<file path="config.mk">
export PLATFORM = sky130hd
export DESIGN_NAME = dtu_top
export DESIGN_NICKNAME = d
export VERILOG_FILES = /design/src/hdl/dtu_sync.v /design/src/hdl/dtu_timer.v /design/src/hdl/dtu_top.v
export VERILOG_INCLUDE_DIRS = /design/src /design/src/hdl
export SDC_FILE = /design/constraint.sdc
export NUM_CORES = 1
export LEC_CHECK = 0
export ABC_AREA = 1
export BUFFER_PORTS_ARGS = -buffer_cell sky130_fd_sc_hd__buf_2
export CORE_UTILIZATION = 40
export DETAILED_ROUTE_END_ITERATION = 6
export GPL_ROUTABILITY_DRIVEN = 0
export GPL_TIMING_DRIVEN = 1
export SLEW_MARGIN = 20
export SYNTH_ARGS = -nofsm -noshare
export SYNTH_HDL_FRONTEND = slang
export SYNTH_SLANG_ARGS = --single-unit
</file>
<file path="constraint.sdc">
create_clock -name CLOCK -period 3.7 [get_ports CLOCK]
set_clock_uncertainty 0.05 [all_clocks]
set_input_delay 0.555 -clock CLOCK [delete_from_list [all_inputs] [get_ports CLOCK]]
set_output_delay 0.555 -clock CLOCK [all_outputs]
set_load 0.01 [all_outputs]
</file>
<file path="src/hdl/dtu_regs.vh">
// Register map, control fields and timing constants of the dual module timer unit
`ifndef DTU_REGS_VH
`define DTU_REGS_VH

// Register word indexes; byte address is index times four
`define DTU_IDX_CTRL0 4'h0
`define DTU_IDX_CTRL4 4'h4
`define DTU_IDX_VAL0 4'h8
`define DTU_IDX_VAL4 4'hc
`define DTU_IDX_CAPTURE_RELOAD_REG 4'hd
`define DTU_IDX_FLAGS 4'he
`define DTU_ADDR_HI 2'h0

// Timer slots in every per-timer vector
`define DTU_T_AUXA 0
`define DTU_T_CORE 1
`define DTU_T_AUXB 2
`define DTU_T_SAUX 3
`define DTU_T_SCORE 4

// Control register fields
`define DTU_F_PS_HI 2
`define DTU_F_PS_LO 0
`define DTU_F_MODE_HI 4
`define DTU_F_MODE_LO 3
`define DTU_F_ROLE_HI 6
`define DTU_F_ROLE_LO 5
`define DTU_F_RUN 7
`define DTU_F_DOWN 8
`define DTU_F_EXTDIR 9
`define DTU_F_GATE_LVL 10
`define DTU_F_EDGE_RISE 11
`define DTU_F_EDGE_FALL 12
`define DTU_F_TGL_CLK 13
`define DTU_F_B14 14
`define DTU_F_B15 15
`define DTU_CTRL_RST 16'h0000

// Modes and roles
`define DTU_MODE_TIMER 2'h0
`define DTU_MODE_GATED 2'h1
`define DTU_MODE_COUNTER 2'h2
`define DTU_MODE_ENCODER 2'h3
`define DTU_ROLE_NONE 2'h0
`define DTU_ROLE_CAPTURE 2'h1
`define DTU_ROLE_RELOAD 2'h2

// Flag bits
`define DTU_FLG_CAPA 5
`define DTU_FLG_CAPB 6
`define DTU_FLG_CAPTURE_RELOAD_REG 7

// Finest resolution as log2 of system clocks per count
`define DTU_RES1_LOG2 4'h2
`define DTU_RES2_LOG2 4'h1

`define DTU_RESP_OKAY 2'h0
`define DTU_RESP_SLVERR 2'h2

`endif

</file>
<file path="src/hdl/dtu_sync.v">
// Two-stage pin synchroniser with edge detection behind the second stage
`timescale 1ns/100ps
module dtu_sync #(
    parameter W = 11
) (
    clk,
    rst_n,
    pin,
    level,
    rise,
    fall
);
    input wire clk;
    input wire rst_n;
    input wire [W-1:0] pin;
    output wire [W-1:0] level;
    output wire [W-1:0] rise;
    output wire [W-1:0] fall;

    reg [W-1:0] s1_reg;
    reg [W-1:0] s2_reg;
    reg [W-1:0] s3_reg;

    always @(posedge clk or negedge rst_n) begin
        if (!rst_n) begin
            s1_reg <= {W{1'b0}};
            s2_reg <= {W{1'b0}};
            s3_reg <= {W{1'b0}};
        end else begin
            s1_reg <= pin;
            s2_reg <= s1_reg;
            s3_reg <= s2_reg;
        end
    end

    assign level = s2_reg;
    assign rise = s2_reg & ~s3_reg;
    assign fall = ~s2_reg & s3_reg;
endmodule

</file>
<file path="src/hdl/dtu_timer.v">
// One up/down timer with load and wrap detection
`timescale 1ns/100ps
module dtu_timer #(
    parameter W = 16
) (
    clk,
    rst_n,
    step,
    up,
    load,
    load_val,
    value,
    wrap
);
    input wire clk;
    input wire rst_n;
    input wire step;
    input wire up;
    input wire load;
    input wire [W-1:0] load_val;
    output wire [W-1:0] value;
    output wire wrap;

    reg [W-1:0] cnt_reg;

    // A load beats a count step, yet a due wrap is still reported: a reload
    // that is triggered by the wrap itself would otherwise form a loop
    assign wrap = step & (up ? (&cnt_reg) : ~(|cnt_reg));
    assign value = cnt_reg;

    always @(posedge clk or negedge rst_n) begin
        if (!rst_n) begin
            cnt_reg <= {W{1'b0}};
        end else if (load) begin
            cnt_reg <= load_val;
        end else if (step) begin
            cnt_reg <= up ? cnt_reg + 1'b1 : cnt_reg - 1'b1;
        end
    end
endmodule

</file>
<file path="src/hdl/dtu_top.v">
// Dual module timer unit with AXI4-Lite register access
// How it works
// - five 16-bit timers in two modules
// - first module timers: timer, gated, counter, encoder
// - timer mode counts prescaled system clock
// - counter mode counts gate/clock pin edges
// - gated mode counts only while gate enables
// - first module timer/gated modes count at most every 4 clocks
// - first module direction by software or pin
// - encoder mode follows quadrature pins
// - core toggle latch flips on wrap, drives pin
// - core toggle latch can clock aux timers
// - capture or reload role stops aux timer
// - capture role latches core on pin edge
// - core reloads from aux on pin or toggle
// - opposite toggle reloads give free PWM
// - second module counts at most every 2 clocks unless counting both pin edges
// - second module prescaled or external clock
// - second module direction by software or pin
// - second toggle latch clocks aux, drives pin
// - second core wrap clocks out, reloads
// - capture pin latches second aux, optional clear
// - core gate/dir edges may trigger capture
`timescale 1ns/100ps
`include "dtu_regs.vh"
module dtu_top (
    CLOCK,
    RST_N,
    GATE_IN,
    DIR_IN,
    CAPTURE_IN,
    CORE_TOGGLE_OUT,
    SECOND_TOGGLE_OUT,
    SECOND_WRAP_PULSE,
    AWVALID,
    AWREADY,
    AWADDR,
    WVALID,
    WREADY,
    WDATA,
    WSTRB,
    BVALID,
    BREADY,
    BRESP,
    ARVALID,
    ARREADY,
    ARADDR,
    RVALID,
    RREADY,
    RDATA,
    RRESP
);
    input wire CLOCK;
    input wire RST_N;
    input wire [4:0] GATE_IN;
    input wire [4:0] DIR_IN;
    input wire CAPTURE_IN;
    output reg CORE_TOGGLE_OUT;
    output reg SECOND_TOGGLE_OUT;
    output reg SECOND_WRAP_PULSE;
    input wire AWVALID;
    output reg AWREADY;
    input wire [7:0] AWADDR;
    input wire WVALID;
    output reg WREADY;
    input wire [31:0] WDATA;
    input wire [3:0] WSTRB;
    output reg BVALID;
    input wire BREADY;
    output reg [1:0] BRESP;
    input wire ARVALID;
    output reg ARREADY;
    input wire [7:0] ARADDR;
    output reg RVALID;
    input wire RREADY;
    output reg [31:0] RDATA;
    output reg [1:0] RRESP;

    integer i;

    // Pin synchronisers
    wire [10:0] pin_lvl;
    wire [10:0] pin_rise;
    wire [10:0] pin_fall;

    dtu_sync #(.W(11)) u_sync (
        .clk(CLOCK),
        .rst_n(RST_N),
        .pin({CAPTURE_IN, DIR_IN, GATE_IN}),
        .level(pin_lvl),
        .rise(pin_rise),
        .fall(pin_fall)
    );

    wire [4:0] gate_lvl = pin_lvl[4:0];
    wire [4:0] gate_chg = pin_rise[4:0] | pin_fall[4:0];
    wire [4:0] dir_lvl = pin_lvl[9:5];
    wire [4:0] dir_chg = pin_rise[9:5] | pin_fall[9:5];
    wire cap_rise = pin_rise[10];
    wire cap_fall = pin_fall[10];

    // State
    reg [15:0] ctrl_reg [0:4];
    reg [15:0] capture_reload_reg_reg;
    reg [7:0] flags_reg;
    reg [15:0] pre_reg;
    reg core_tgl_reg;
    reg core_tgl_prev_reg;
    reg sec_tgl_reg;
    reg sec_tgl_prev_reg;
    reg [7:0] wr_addr_reg;
    reg [31:0] wr_data_reg;
    reg [3:0] wr_strb_reg;

    wire [79:0] tval;
    wire [4:0] wrap;

    // Prescaler tick: low n bits of the free counter all ones
    function pre_tick;
        input [15:0] cnt;
        input [3:0] n;
        integer k;
        begin
            pre_tick = 1'b1;
            for (k = 0; k < 16; k = k + 1) begin
                if (k < n && !cnt[k]) begin
                    pre_tick = 1'b0;
                end
            end
        end
    endfunction

    function [15:0] merge16;
        input [15:0] old;
        input [31:0] data;
        input [3:0] strb;
        begin
            merge16 = old;
            if (strb[0]) begin
                merge16[7:0] = data[7:0];
            end
            if (strb[1]) begin
                merge16[15:8] = data[15:8];
            end
        end
    endfunction

    // Toggle latch transitions, seen one cycle after the wrap
    wire core_tgl_rise = core_tgl_reg & ~core_tgl_prev_reg;
    wire core_tgl_fall = ~core_tgl_reg & core_tgl_prev_reg;
    wire sec_tgl_chg = sec_tgl_reg ^ sec_tgl_prev_reg;

    // Write commit once address and data are both held
    wire wr_commit = ~AWREADY & ~WREADY & ~BVALID;
    wire [3:0] wr_idx = wr_addr_reg[5:2];
    wire wr_hit_hi = wr_addr_reg[7:6] == `DTU_ADDR_HI;

    // Per-timer step, direction and hardware loads
    reg [15:0] cfg;
    reg [3:0] ps_n;
    reg tick;
    reg gedge;
    reg src;
    reg enc_up;
    reg [4:0] step;
    reg [4:0] up;
    reg [4:0] hw_load;
    reg [15:0] hw_val [0:4];
    reg [2:0] cap_set;
    reg [4:0] sw_load;
    reg [4:0] load;
    reg [79:0] load_val;

    always @* begin
        cfg = 16'h0;
        ps_n = 4'h0;
        tick = 1'b0;
        gedge = 1'b0;
        src = 1'b0;
        enc_up = 1'b0;
        step = 5'h0;
        up = 5'h0;
        hw_load = 5'h0;
        cap_set = 3'h0;
        sw_load = 5'h0;
        load = 5'h0;
        load_val = 80'h0;
        for (i = 0; i < 5; i = i + 1) begin
            hw_val[i] = 16'h0;
        end
        for (i = 0; i < 5; i = i + 1) begin
            cfg = ctrl_reg[i];
            if (i < 3) begin
                ps_n = `DTU_RES1_LOG2 + {1'b0, cfg[`DTU_F_PS_HI:`DTU_F_PS_LO]};
            end else begin
                ps_n = `DTU_RES2_LOG2 + {1'b0, cfg[`DTU_F_PS_HI:`DTU_F_PS_LO]};
            end
            tick = pre_tick(pre_reg, ps_n);
            gedge = (cfg[`DTU_F_EDGE_RISE] & pin_rise[i])
                | (cfg[`DTU_F_EDGE_FALL] & pin_fall[i]);
            up[i] = ~(cfg[`DTU_F_DOWN] ^ (cfg[`DTU_F_EXTDIR] & dir_lvl[i]));
            enc_up = gate_chg[i] ? (gate_lvl[i] ^ dir_lvl[i]) : ~(gate_lvl[i] ^ dir_lvl[i]);
            case (cfg[`DTU_F_MODE_HI:`DTU_F_MODE_LO])
                `DTU_MODE_TIMER: begin
                    src = tick;
                end
                `DTU_MODE_GATED: begin
                    src = tick & (gate_lvl[i] == cfg[`DTU_F_GATE_LVL]);
                end
                `DTU_MODE_COUNTER: begin
                    // Aux timers may count toggle latch transitions instead of pin edges
                    if (cfg[`DTU_F_TGL_CLK] && (i == `DTU_T_AUXA || i == `DTU_T_AUXB)) begin
                        src = core_tgl_rise | core_tgl_fall;
                    end else if (cfg[`DTU_F_TGL_CLK] && i == `DTU_T_SAUX) begin
                        src = sec_tgl_chg;
                    end else begin
                        src = gedge;
                    end
                end
                `DTU_MODE_ENCODER: begin
                    // Simultaneous edges on both phases are invalid and dropped
                    src = (i < 3) & (gate_chg[i] ^ dir_chg[i]);
                    up[i] = enc_up ^ cfg[`DTU_F_DOWN];
                end
                default: begin
                    src = 1'b0;
                end
            endcase
            step[i] = cfg[`DTU_F_RUN] & src
                & (cfg[`DTU_F_ROLE_HI:`DTU_F_ROLE_LO] == `DTU_ROLE_NONE);
            if (i == `DTU_T_AUXA || i == `DTU_T_AUXB) begin
                if (cfg[`DTU_F_ROLE_HI:`DTU_F_ROLE_LO] == `DTU_ROLE_CAPTURE && gedge) begin
                    hw_load[i] = 1'b1;
                    hw_val[i] = tval[31:16];
                    cap_set[i >> 1] = 1'b1;
                end
                if (cfg[`DTU_F_ROLE_HI:`DTU_F_ROLE_LO] == `DTU_ROLE_RELOAD
                    && !hw_load[`DTU_T_CORE]
                    && (gedge || (cfg[`DTU_F_B14] && core_tgl_rise)
                    || (cfg[`DTU_F_B15] && core_tgl_fall))) begin
                    hw_load[`DTU_T_CORE] = 1'b1;
                    hw_val[`DTU_T_CORE] = tval[i*16 +: 16];
                end
            end
        end
        cfg = ctrl_reg[`DTU_T_SAUX];
        if ((cfg[`DTU_F_EDGE_RISE] & cap_rise) | (cfg[`DTU_F_EDGE_FALL] & cap_fall)
            | (cfg[`DTU_F_GATE_LVL] & gate_chg[`DTU_T_CORE])
            | (cfg[`DTU_F_B15] & dir_chg[`DTU_T_CORE])) begin
            cap_set[2] = 1'b1;
            hw_load[`DTU_T_SAUX] = cfg[`DTU_F_B14];
        end
        if (wrap[`DTU_T_SCORE] && ctrl_reg[`DTU_T_SCORE][`DTU_F_B15]) begin
            hw_load[`DTU_T_SCORE] = 1'b1;
            hw_val[`DTU_T_SCORE] = capture_reload_reg_reg;
        end
        for (i = 0; i < 5; i = i + 1) begin
            sw_load[i] = wr_commit & wr_hit_hi & (wr_idx == `DTU_IDX_VAL0 + i);
            load[i] = sw_load[i] | hw_load[i];
            load_val[i*16 +: 16] = sw_load[i]
                ? merge16(tval[i*16 +: 16], wr_data_reg, wr_strb_reg) : hw_val[i];
        end
    end

    genvar g;
    generate
        for (g = 0; g < 5; g = g + 1) begin : g_tmr
            dtu_timer #(.W(16)) u_tmr (
                .clk(CLOCK),
                .rst_n(RST_N),
                .step(step[g]),
                .up(up[g]),
                .load(load[g]),
                .load_val(load_val[g*16 +: 16]),
                .value(tval[g*16 +: 16]),
                .wrap(wrap[g])
            );
        end
    endgenerate

    // Register read view
    reg [31:0] rd_data;
    reg rd_ok;
    wire [3:0] rd_idx = ARADDR[5:2];

    always @* begin
        rd_data = 32'h0;
        rd_ok = ARADDR[7:6] == `DTU_ADDR_HI;
        if (rd_idx <= `DTU_IDX_CTRL4) begin
            rd_data = {16'h0, ctrl_reg[rd_idx[2:0]]};
        end else if (rd_idx >= `DTU_IDX_VAL0 && rd_idx <= `DTU_IDX_VAL4) begin
            rd_data = {16'h0, tval[(rd_idx - `DTU_IDX_VAL0)*16 +: 16]};
        end else if (rd_idx == `DTU_IDX_CAPTURE_RELOAD_REG) begin
            rd_data = {16'h0, capture_reload_reg_reg};
        end else if (rd_idx == `DTU_IDX_FLAGS) begin
            rd_data = {24'h0, flags_reg};
        end else begin
            rd_ok = 1'b0;
        end
    end

    wire wr_ok = wr_hit_hi && (wr_idx <= `DTU_IDX_CTRL4
        || (wr_idx >= `DTU_IDX_VAL0 && wr_idx <= `DTU_IDX_FLAGS));
    wire [7:0] flag_set = {cap_set, wrap};
    wire [7:0] flag_clr = (wr_commit && wr_hit_hi && wr_idx == `DTU_IDX_FLAGS && wr_strb_reg[0])
        ? wr_data_reg[7:0] : 8'h0;

    always @(posedge CLOCK or negedge RST_N) begin
        if (!RST_N) begin
            for (i = 0; i < 5; i = i + 1) begin
                ctrl_reg[i] <= `DTU_CTRL_RST;
            end
            capture_reload_reg_reg <= 16'h0;
            flags_reg <= 8'h0;
            pre_reg <= 16'h0;
            core_tgl_reg <= 1'b0;
            core_tgl_prev_reg <= 1'b0;
            sec_tgl_reg <= 1'b0;
            sec_tgl_prev_reg <= 1'b0;
            CORE_TOGGLE_OUT <= 1'b0;
            SECOND_TOGGLE_OUT <= 1'b0;
            SECOND_WRAP_PULSE <= 1'b0;
            AWREADY <= 1'b1;
            WREADY <= 1'b1;
            BVALID <= 1'b0;
            BRESP <= `DTU_RESP_OKAY;
            ARREADY <= 1'b1;
            RVALID <= 1'b0;
            RDATA <= 32'h0;
            RRESP <= `DTU_RESP_OKAY;
            wr_addr_reg <= 8'h0;
            wr_data_reg <= 32'h0;
            wr_strb_reg <= 4'h0;
        end else begin
            pre_reg <= pre_reg + 16'h1;
            core_tgl_reg <= core_tgl_reg ^ wrap[`DTU_T_CORE];
            core_tgl_prev_reg <= core_tgl_reg;
            sec_tgl_reg <= sec_tgl_reg ^ wrap[`DTU_T_SCORE];
            sec_tgl_prev_reg <= sec_tgl_reg;
            CORE_TOGGLE_OUT <= core_tgl_reg & ctrl_reg[`DTU_T_CORE][`DTU_F_B14];
            SECOND_TOGGLE_OUT <= sec_tgl_reg & ctrl_reg[`DTU_T_SCORE][`DTU_F_B14];
            SECOND_WRAP_PULSE <= wrap[`DTU_T_SCORE];
            // A hardware set in the clearing cycle wins
            flags_reg <= (flags_reg & ~flag_clr) | flag_set;
            if (cap_set[2]) begin
                capture_reload_reg_reg <= tval[63:48];
            end
            if (AWREADY && AWVALID) begin
                AWREADY <= 1'b0;
                wr_addr_reg <= AWADDR;
            end
            if (WREADY && WVALID) begin
                WREADY <= 1'b0;
                wr_data_reg <= WDATA;
                wr_strb_reg <= WSTRB;
            end
            if (wr_commit) begin
                BVALID <= 1'b1;
                BRESP <= wr_ok ? `DTU_RESP_OKAY : `DTU_RESP_SLVERR;
                if (wr_hit_hi && wr_idx <= `DTU_IDX_CTRL4) begin
                    ctrl_reg[wr_idx[2:0]] <= merge16(ctrl_reg[wr_idx[2:0]],
                        wr_data_reg, wr_strb_reg);
                end
                if (wr_hit_hi && wr_idx == `DTU_IDX_CAPTURE_RELOAD_REG && !cap_set[2]) begin
                    capture_reload_reg_reg <= merge16(capture_reload_reg_reg, wr_data_reg, wr_strb_reg);
                end
            end
            if (BVALID && BREADY) begin
                BVALID <= 1'b0;
                AWREADY <= 1'b1;
                WREADY <= 1'b1;
            end
            if (ARREADY && ARVALID) begin
                ARREADY <= 1'b0;
                RVALID <= 1'b1;
                RDATA <= rd_data;
                RRESP <= rd_ok ? `DTU_RESP_OKAY : `DTU_RESP_SLVERR;
            end
            if (RVALID && RREADY) begin
                RVALID <= 1'b0;
                ARREADY <= 1'b1;
            end
        end
    end
endmodule

</file>
## Word-level counts from Yosys, hierarchy flattened

Index checks and enable logic that the tools add are counted.

- Flip-flop bits (word level): 307
- Output and inout port bits: 44
- Input bits: 70
- Logic and storage cells: 639

- Order comparisons: 84
- Reductions and logical operators: 164
- Equal/unequal tests: 45
- Multiplexer cells: 171
- $add $sub $neg: 17
- Bitwise operators: 117
- Shift operators: 1

Operators with widths:

| operator | count |
|---|---|
| two-way mux 16 bit | 36 |
| less-than comparator 4 bit (first input constant) | 35 |
| two-way mux 1 bit | 114 |
| logical AND 1 bit | 100 |
| adder 16 x 1 -> 16 bit (second input constant) | 6 |
| binary-select mux 16 bit (select 3 bit) | 2 |
| bitwise mux 80 bit | 1 |
| less-than comparator 3 x 4 -> 1 bit (first input constant) | 20 |
| two-way mux 8 bit | 10 |
| AND reduction 16 bit | 5 |
| OR reduction 16 bit | 5 |
| variable part select 80 x 33 -> 16 bit | 1 |
| subtractor 16 x 1 -> 16 bit (second input constant) | 5 |
| AND 1 bit | 51 |
| demux 16 bit (select 3 bit) | 1 |
| less-than comparator 1 x 4 -> 1 bit (first input constant) | 10 |
| less-than comparator 2 x 4 -> 1 bit (first input constant) | 10 |
| == test 4 bit (second input constant) | 9 |
| != test 3 bit (second input constant) | 12 |
| == test 2 bit (second input constant) | 12 |
| logical NOT 2 bit | 12 |
| AND 11 bit | 2 |
| NOT 11 bit | 2 |
| AND reduction 2 bit | 11 |
| 23 further kinds | 127 |

## Longest topological paths before layout

- Word-level depth: 28
- Mapped depth: 22
- Gate-level depth less buffers: 22

## Cells and area by module

A second synthesis with hierarchy kept.

- Cells, all modules: 3,526
- Area total of the unflattened synthesis: 22,803.1 um2

Modules (own cells, without submodules):

| module | times used | area an instance (um2) | cells an instance |
|---|---|---|---|
| dtu_top | 1 | 13,279.0 | 2,144 |
| dtu_timer | 5 | 1,706.6 | 261 |
| dtu_sync | 1 | 991.0 | 77 |

## Least setup slack after synthesis

OpenSTA, ideal clock, no wires.

- Kind: register to register
- From: reg u_sync.s2_reg[0], in the netlist u_sync.level[0]
- To: reg g_tmr[0].u_tmr.cnt_reg[10]
- Cell stages (with the launch flop): 23
- Required time: 3,530 ps
- Library setup time: 120 ps
- Arrival time: 3,173 ps
- Path slack: 357 ps
- Path buffers: 0
- Cell sequence: dfrtp_1 > inv_1 > ha_1 > xor2_1 > xor2_1 > nand2_1 > nand2_1 > nand2_1 > nand2_1 > inv_1 > fa_1 > inv_1 > nand3_1 > nand2_1 > a21boi_0 > o21ai_0 > nand2_1 > nand2_1 > nand2_1 > nand2_1 > o21ai_0 > nand2_1 > o21ai_2

- Cells in the longest elaborated chain, start to end: 10
- Elaborated cells on any way between the ends: 30
- Those cells by class: 2 x eq/ne; 10 x mux; 15 x bitwise; 3 x reduce/logical

RTL lines:

| item | line | source |
|---|---|---|
| start: declaration | dtu_sync.v:21 | `reg [W-1:0] s2_reg;` |
| start signal: assignment | dtu_sync.v:27 | `s2_reg <= {W{1'b0}};` |
| start signal: assignment | dtu_sync.v:31 | `s2_reg <= s1_reg;` |
| NOT 11 bit | dtu_sync.v:38 | `assign fall = ~s2_reg & s3_reg;` |
| AND 11 bit | dtu_sync.v:38 |  |
| AND 1 bit | dtu_top.v:200 | `` \| (cfg[`DTU_F_EDGE_FALL] & pin_fall[i]); `` |
| bitwise OR 1 bit | dtu_top.v:199 | `` gedge = (cfg[`DTU_F_EDGE_RISE] & pin_rise[i]) `` |
| two-way mux 1 bit | dtu_top.v:212 | `` if (cfg[`DTU_F_TGL_CLK] && (i == `DTU_T_AUXA \|\| i == `DTU_T_AUXB)) begin `` |
| one-hot mux 1 bit (4 select lines) | dtu_top.v:203 | `` case (cfg[`DTU_F_MODE_HI:`DTU_F_MODE_LO]) `` |
| AND 1 bit (2 in a row) | dtu_top.v:229 | `` step[i] = cfg[`DTU_F_RUN] & src `` |
| nonzero test 2 bit (no source line) | -- |  |
| AND reduction 2 bit (no source line) | -- |  |
| end signal: assignment | dtu_timer.v:33 | `cnt_reg <= {W{1'b0}};` |
| end signal: assignment | dtu_timer.v:35 | `cnt_reg <= load_val;` |
| end signal: assignment | dtu_timer.v:37 | `cnt_reg <= up ? cnt_reg + 1'b1 : cnt_reg - 1'b1;` |
| end: declaration | dtu_timer.v:24 | `reg [W-1:0] cnt_reg;` |

Parallel ways exist; a longest one is shown, timed or not. The select of a mux whose other input is x is not followed.
A chain may end at the register's enable or synchronous reset.

## Worst setup path after layout

- From: reg u_sync.s2_reg[1], in the netlist u_sync.level[1]
- To: reg g_tmr[1].u_tmr.cnt_reg[15]

- Cells in the longest elaborated chain, start to end: 9
- Elaborated cells on any way between the ends: 23
- Those cells by class: 1 x eq/ne; 6 x mux; 14 x bitwise; 2 x reduce/logical

RTL lines:

| item | line | source |
|---|---|---|
| NOT 11 bit | dtu_sync.v:38 |  |
| AND 11 bit | dtu_sync.v:38 |  |
| bitwise OR 5 bit / AND 1 bit (equally long branches) | dtu_top.v:96, dtu_top.v:200 |  |
| XOR 1 bit (tied with other cells) | dtu_top.v:222 | `src = (i < 3) & (gate_chg[i] ^ dir_chg[i]);` |
| one-hot mux 1 bit (4 select lines) / XOR 1 bit (equally long branches) | dtu_top.v:203, dtu_top.v:223 |  |
| AND 1 bit / two-way mux 1 bit (equally long branches) | dtu_top.v:229, dtu_top.v:203 |  |
| AND 1 bit / two-way mux 16 bit (equally long branches) | dtu_top.v:229, dtu_timer.v:37 |  |
| nonzero test 2 bit (no source line) / two-way mux 16 bit (equally long branches) | -- |  |
| AND reduction 2 bit (no source line) / two-way mux 16 bit (equally long branches) | -- |  |
| end signal: assignment | dtu_timer.v:33 |  |
| end signal: assignment | dtu_timer.v:35 |  |
| end signal: assignment | dtu_timer.v:37 |  |
| end: declaration | dtu_timer.v:24 |  |

Parallel ways exist; a longest one is shown, timed or not. The select of a mux whose other input is x is not followed.

==> impl_results.md <==
- Seq/Total Area, Yosys: 0.342
- Core area: between 0.05 and 0.06 sq mm
- WP data required: 4.10 ns
- Slew Viols, Final: 0
- Startpoint Class: flop
- Synth top area share: 0.339
- Mapped Cells: about 2900
- Crit path max-delay cell type: ha_1
- Placed wire-length estimate: just under 60000 microns
- Violation count after the first detailed-route iteration: ~2600
- Violated checks: DRC
- Most frequent cell after synthesis: nand2_1
- CTS H-Tree Depth: 2
- Synth area leader: dfrtp_1
- CP most frequent cell: nand2_1
- Final setup fails: 0
- Grt total ovfl: 0
- Worst Setup SP: u_sync.level[1]$_DFF_PN0_
- Starting Density: 0.405
- Share of layout cells above drive strength 1: 0.0976
- Number of max-cap violations: 0
- Total Routed Length: 76500 microns
- Clock Latency Late Sink: 0.58 ns
- Post-Route Utilization: 0.454
- Initial antenna violation count: 1
- Slew HR: 0.356
- DRC violations left: 12
- R2R Setup Slk: 0.18 ns
- DR WL/cell: 20.8 microns
- Io pins: between 100 and 150
- Worst Hold Slack: 0.0341 ns
- Final hold violations: 0
- Tcrit/Tclk final: 0.950
- Crit Reg-Reg Startpoint: u_sync.level[1]$_DFF_PN0_
- HP Start: GATE_IN[0]
- Post-synth EDFFs: 0
- Layout area overhead: 12.1%
- Via/cell ratio: 5.80
- Worst-margin pin slew: 0.959 ns
- Antenna-violating nets left: 0
- Design area: between 0.02 and 0.025 sq mm
- Vias in the first global route: 19600
- Lkg Pwr: 11.0 nW
- RSZ-0062 raised after global routing: yes
- Largest net degree at the start of global routing: 88
- Main area contributors after synthesis: dfrtp_1 34%, nand2_1 12%, o21ai_0 8.3%, a21oi_1 6.5%, inv_1 6.0%
- Hold Path Class: in2reg
- Max Clock Freq: 284 MHz
- Clock Pin Slew Worst Setup and Hold Paths: around 0.06 ns
- Total power: 14.7 mW
- CP Max Fanout: 13
- Nets: around 3200
- Critical path type: reg2reg
- Ant diodes: 0
- Fillers: 5160
- Synthesized cell area: 0.0208 sq mm
- Yosys warning total: 0
- Total Die Area: 0.0528 sq mm
- CTS tree: done
- Placed instance area: 0.0219 sq mm
- Syn avg cell area: between 7 and 8 sq um
- Die width: 230 microns
- WP data arrival: just under 4 ns
- Vias: 21400
- Multi-input gate area: 0.0118 sq mm
- Cell Rows: slightly above 80
- CTS sink cnt: 284
- Critical Path Sink Type: flop
- Crit-path cells: inv_1 -> ha_1 -> inv_1 -> xor2_1 -> nand2_1 -> nand2_1 -> nand2_1 -> nand2_1 -> buf_6 -> ha_1 -> a21oi_1 -> a21boi_1 -> o21ai_0 -> nand2_1 -> nand2_1 -> inv_1 -> nand2_1 -> nand3_1 -> nand2_1 -> nand2_1 -> nand2_1
- Clk buf depth: 3
- Status: finished, violations left
- First-pass GRT wire length: 117000 microns
- PwrDens: 632 mW/mm^2
- Inserted Clock Buffers: 37
- Final min period: 3.52 ns
- Placed cell count: ~3600
- Max reg flops: 80
- DIE HEIGHT: 230 microns
- Ys flop type: dfrtp_1
- Synthesized flop and latch total: 284
- Yosys cell types: 66
- Top cells by count, synth: 641 x nand2_1, 346 x o21ai_0, 334 x inv_1
- Number of non-filler instances in the completed layout: 3683
- Drt pass-1 iters: 7
- I/O Buffers: 73
- CTS Root Cell: clkbuf_16
- Post-synthesis async set-or-reset flop share: 1.00
- Critical Path Max Stage Delay: 0.36 ns
- VDD IR max: approximately 340 uV
- Gr usage total: 0.286
- Seq. cell area: 0.00711 sq mm
## through the flow
| stage | setup TNS (ns) | worst slack, ns |
|---|---|---|
| floorplan | 0 | 0.357 |
| global placement | 0 | 0.149 |
| detailed placement | 0 | 0.0766 |
| CTS | 0 | 0.0635 |
| global route | -0.0535 | -0.0535 |
| finish | 0 | 0.184 |
## power breakdown
group          internal (mW)  total, mW  switching, mW
clock network           2.33       3.84           1.51
logic                   1.92       5.99           4.07
registers               3.83       4.87           1.04
## kinds of logic (layout without fill, tap and decap cells)
family,count (synthesis),count (layout),share of synthesized area
muxes,2,2,0.00108
adders and majority gates,105,105,0.0651
DFF,284,284,0.342
xor gates and xnor gates,63,63,0.0266
and+or+nand+nor,1145,1145,0.244
AOI/OAI and AO/OA,836,836,0.227
other,1,18,0.000181
buffers and inverters,476,550,0.0935
## layer usage
layer | vias to the layer above | track usage | wire (microns)
met1 | 10000 | 0.408 | 33400
met5 | - | 0 | 13
met2 | 1103 | 0.414 | 31500
met4 | 2 | 0.138 | 4160
met3 | 198 | 0.0537 | 7290
li1 | 10000 | - | -
## critical path: cells and delay by family, from the launching register on
kind,cells,cell delay (ns)
AO/OA/AOI/OAI,3,0.66
XOR/XNOR,1,0.16
adder cells (fa/ha/maj),2,0.68
buffers and inverters,4,0.41
flip-flops,1,0.35
AND/OR/NAND/NOR,11,1.06
## path summary, 6_finish.rpt
path / to / cells past startpoint
min in group asynchronous: pre_reg[6]$_DFF_PN0_ / 2
min: u_sync.s1_reg[0]$_DFF_PN0_ / 1
max in group asynchronous: g_tmr[1].u_tmr.value[12]$_DFFE_PN0P_ / 3
min reg2reg: u_sync.level[10]$_DFF_PN0_ / 0
max: g_tmr[1].u_tmr.value[15]$_DFFE_PN0P_ / 21
max reg2reg: g_tmr[1].u_tmr.value[15]$_DFFE_PN0P_ / 21
## cell type report
| cell class | instances | area share |
|---|---|---|
| Clock inverter | 10 | 0.00683 |
| Inverter | 358 | 0.0580 |
| Multi-Input combinational cell | 2169 | 0.509 |
| Sequential cell | 284 | 0.305 |
| Timing Repair Buffer | 126 | 0.0358 |
| Tap cell | 680 | 0.0365 |
| Clock buffer | 56 | 0.0485 |
## layout by cell type, fill, tap and decap left out, drive strengths merged, types with 29 or more instances in the layout
cell type	count
nand2	657
o21ai	385
inv	355
dfrtp	281
a21oi	272
nand3	228
nor2	158
buf	125
ha	100
o22ai	56
clkbuf	56
nand4	42
xor2	40
o221ai	33
nor3	29
## timing repair
action / CTS / global route
hold endpoints to repair: 50 / 0
hold buffers: 1 / 0
setup endpoints to repair: 0 / 26
setup buffers: 0 / 1
resized for setup: 0 / 24
Note: power is estimated with default switching activity, not from simulation.
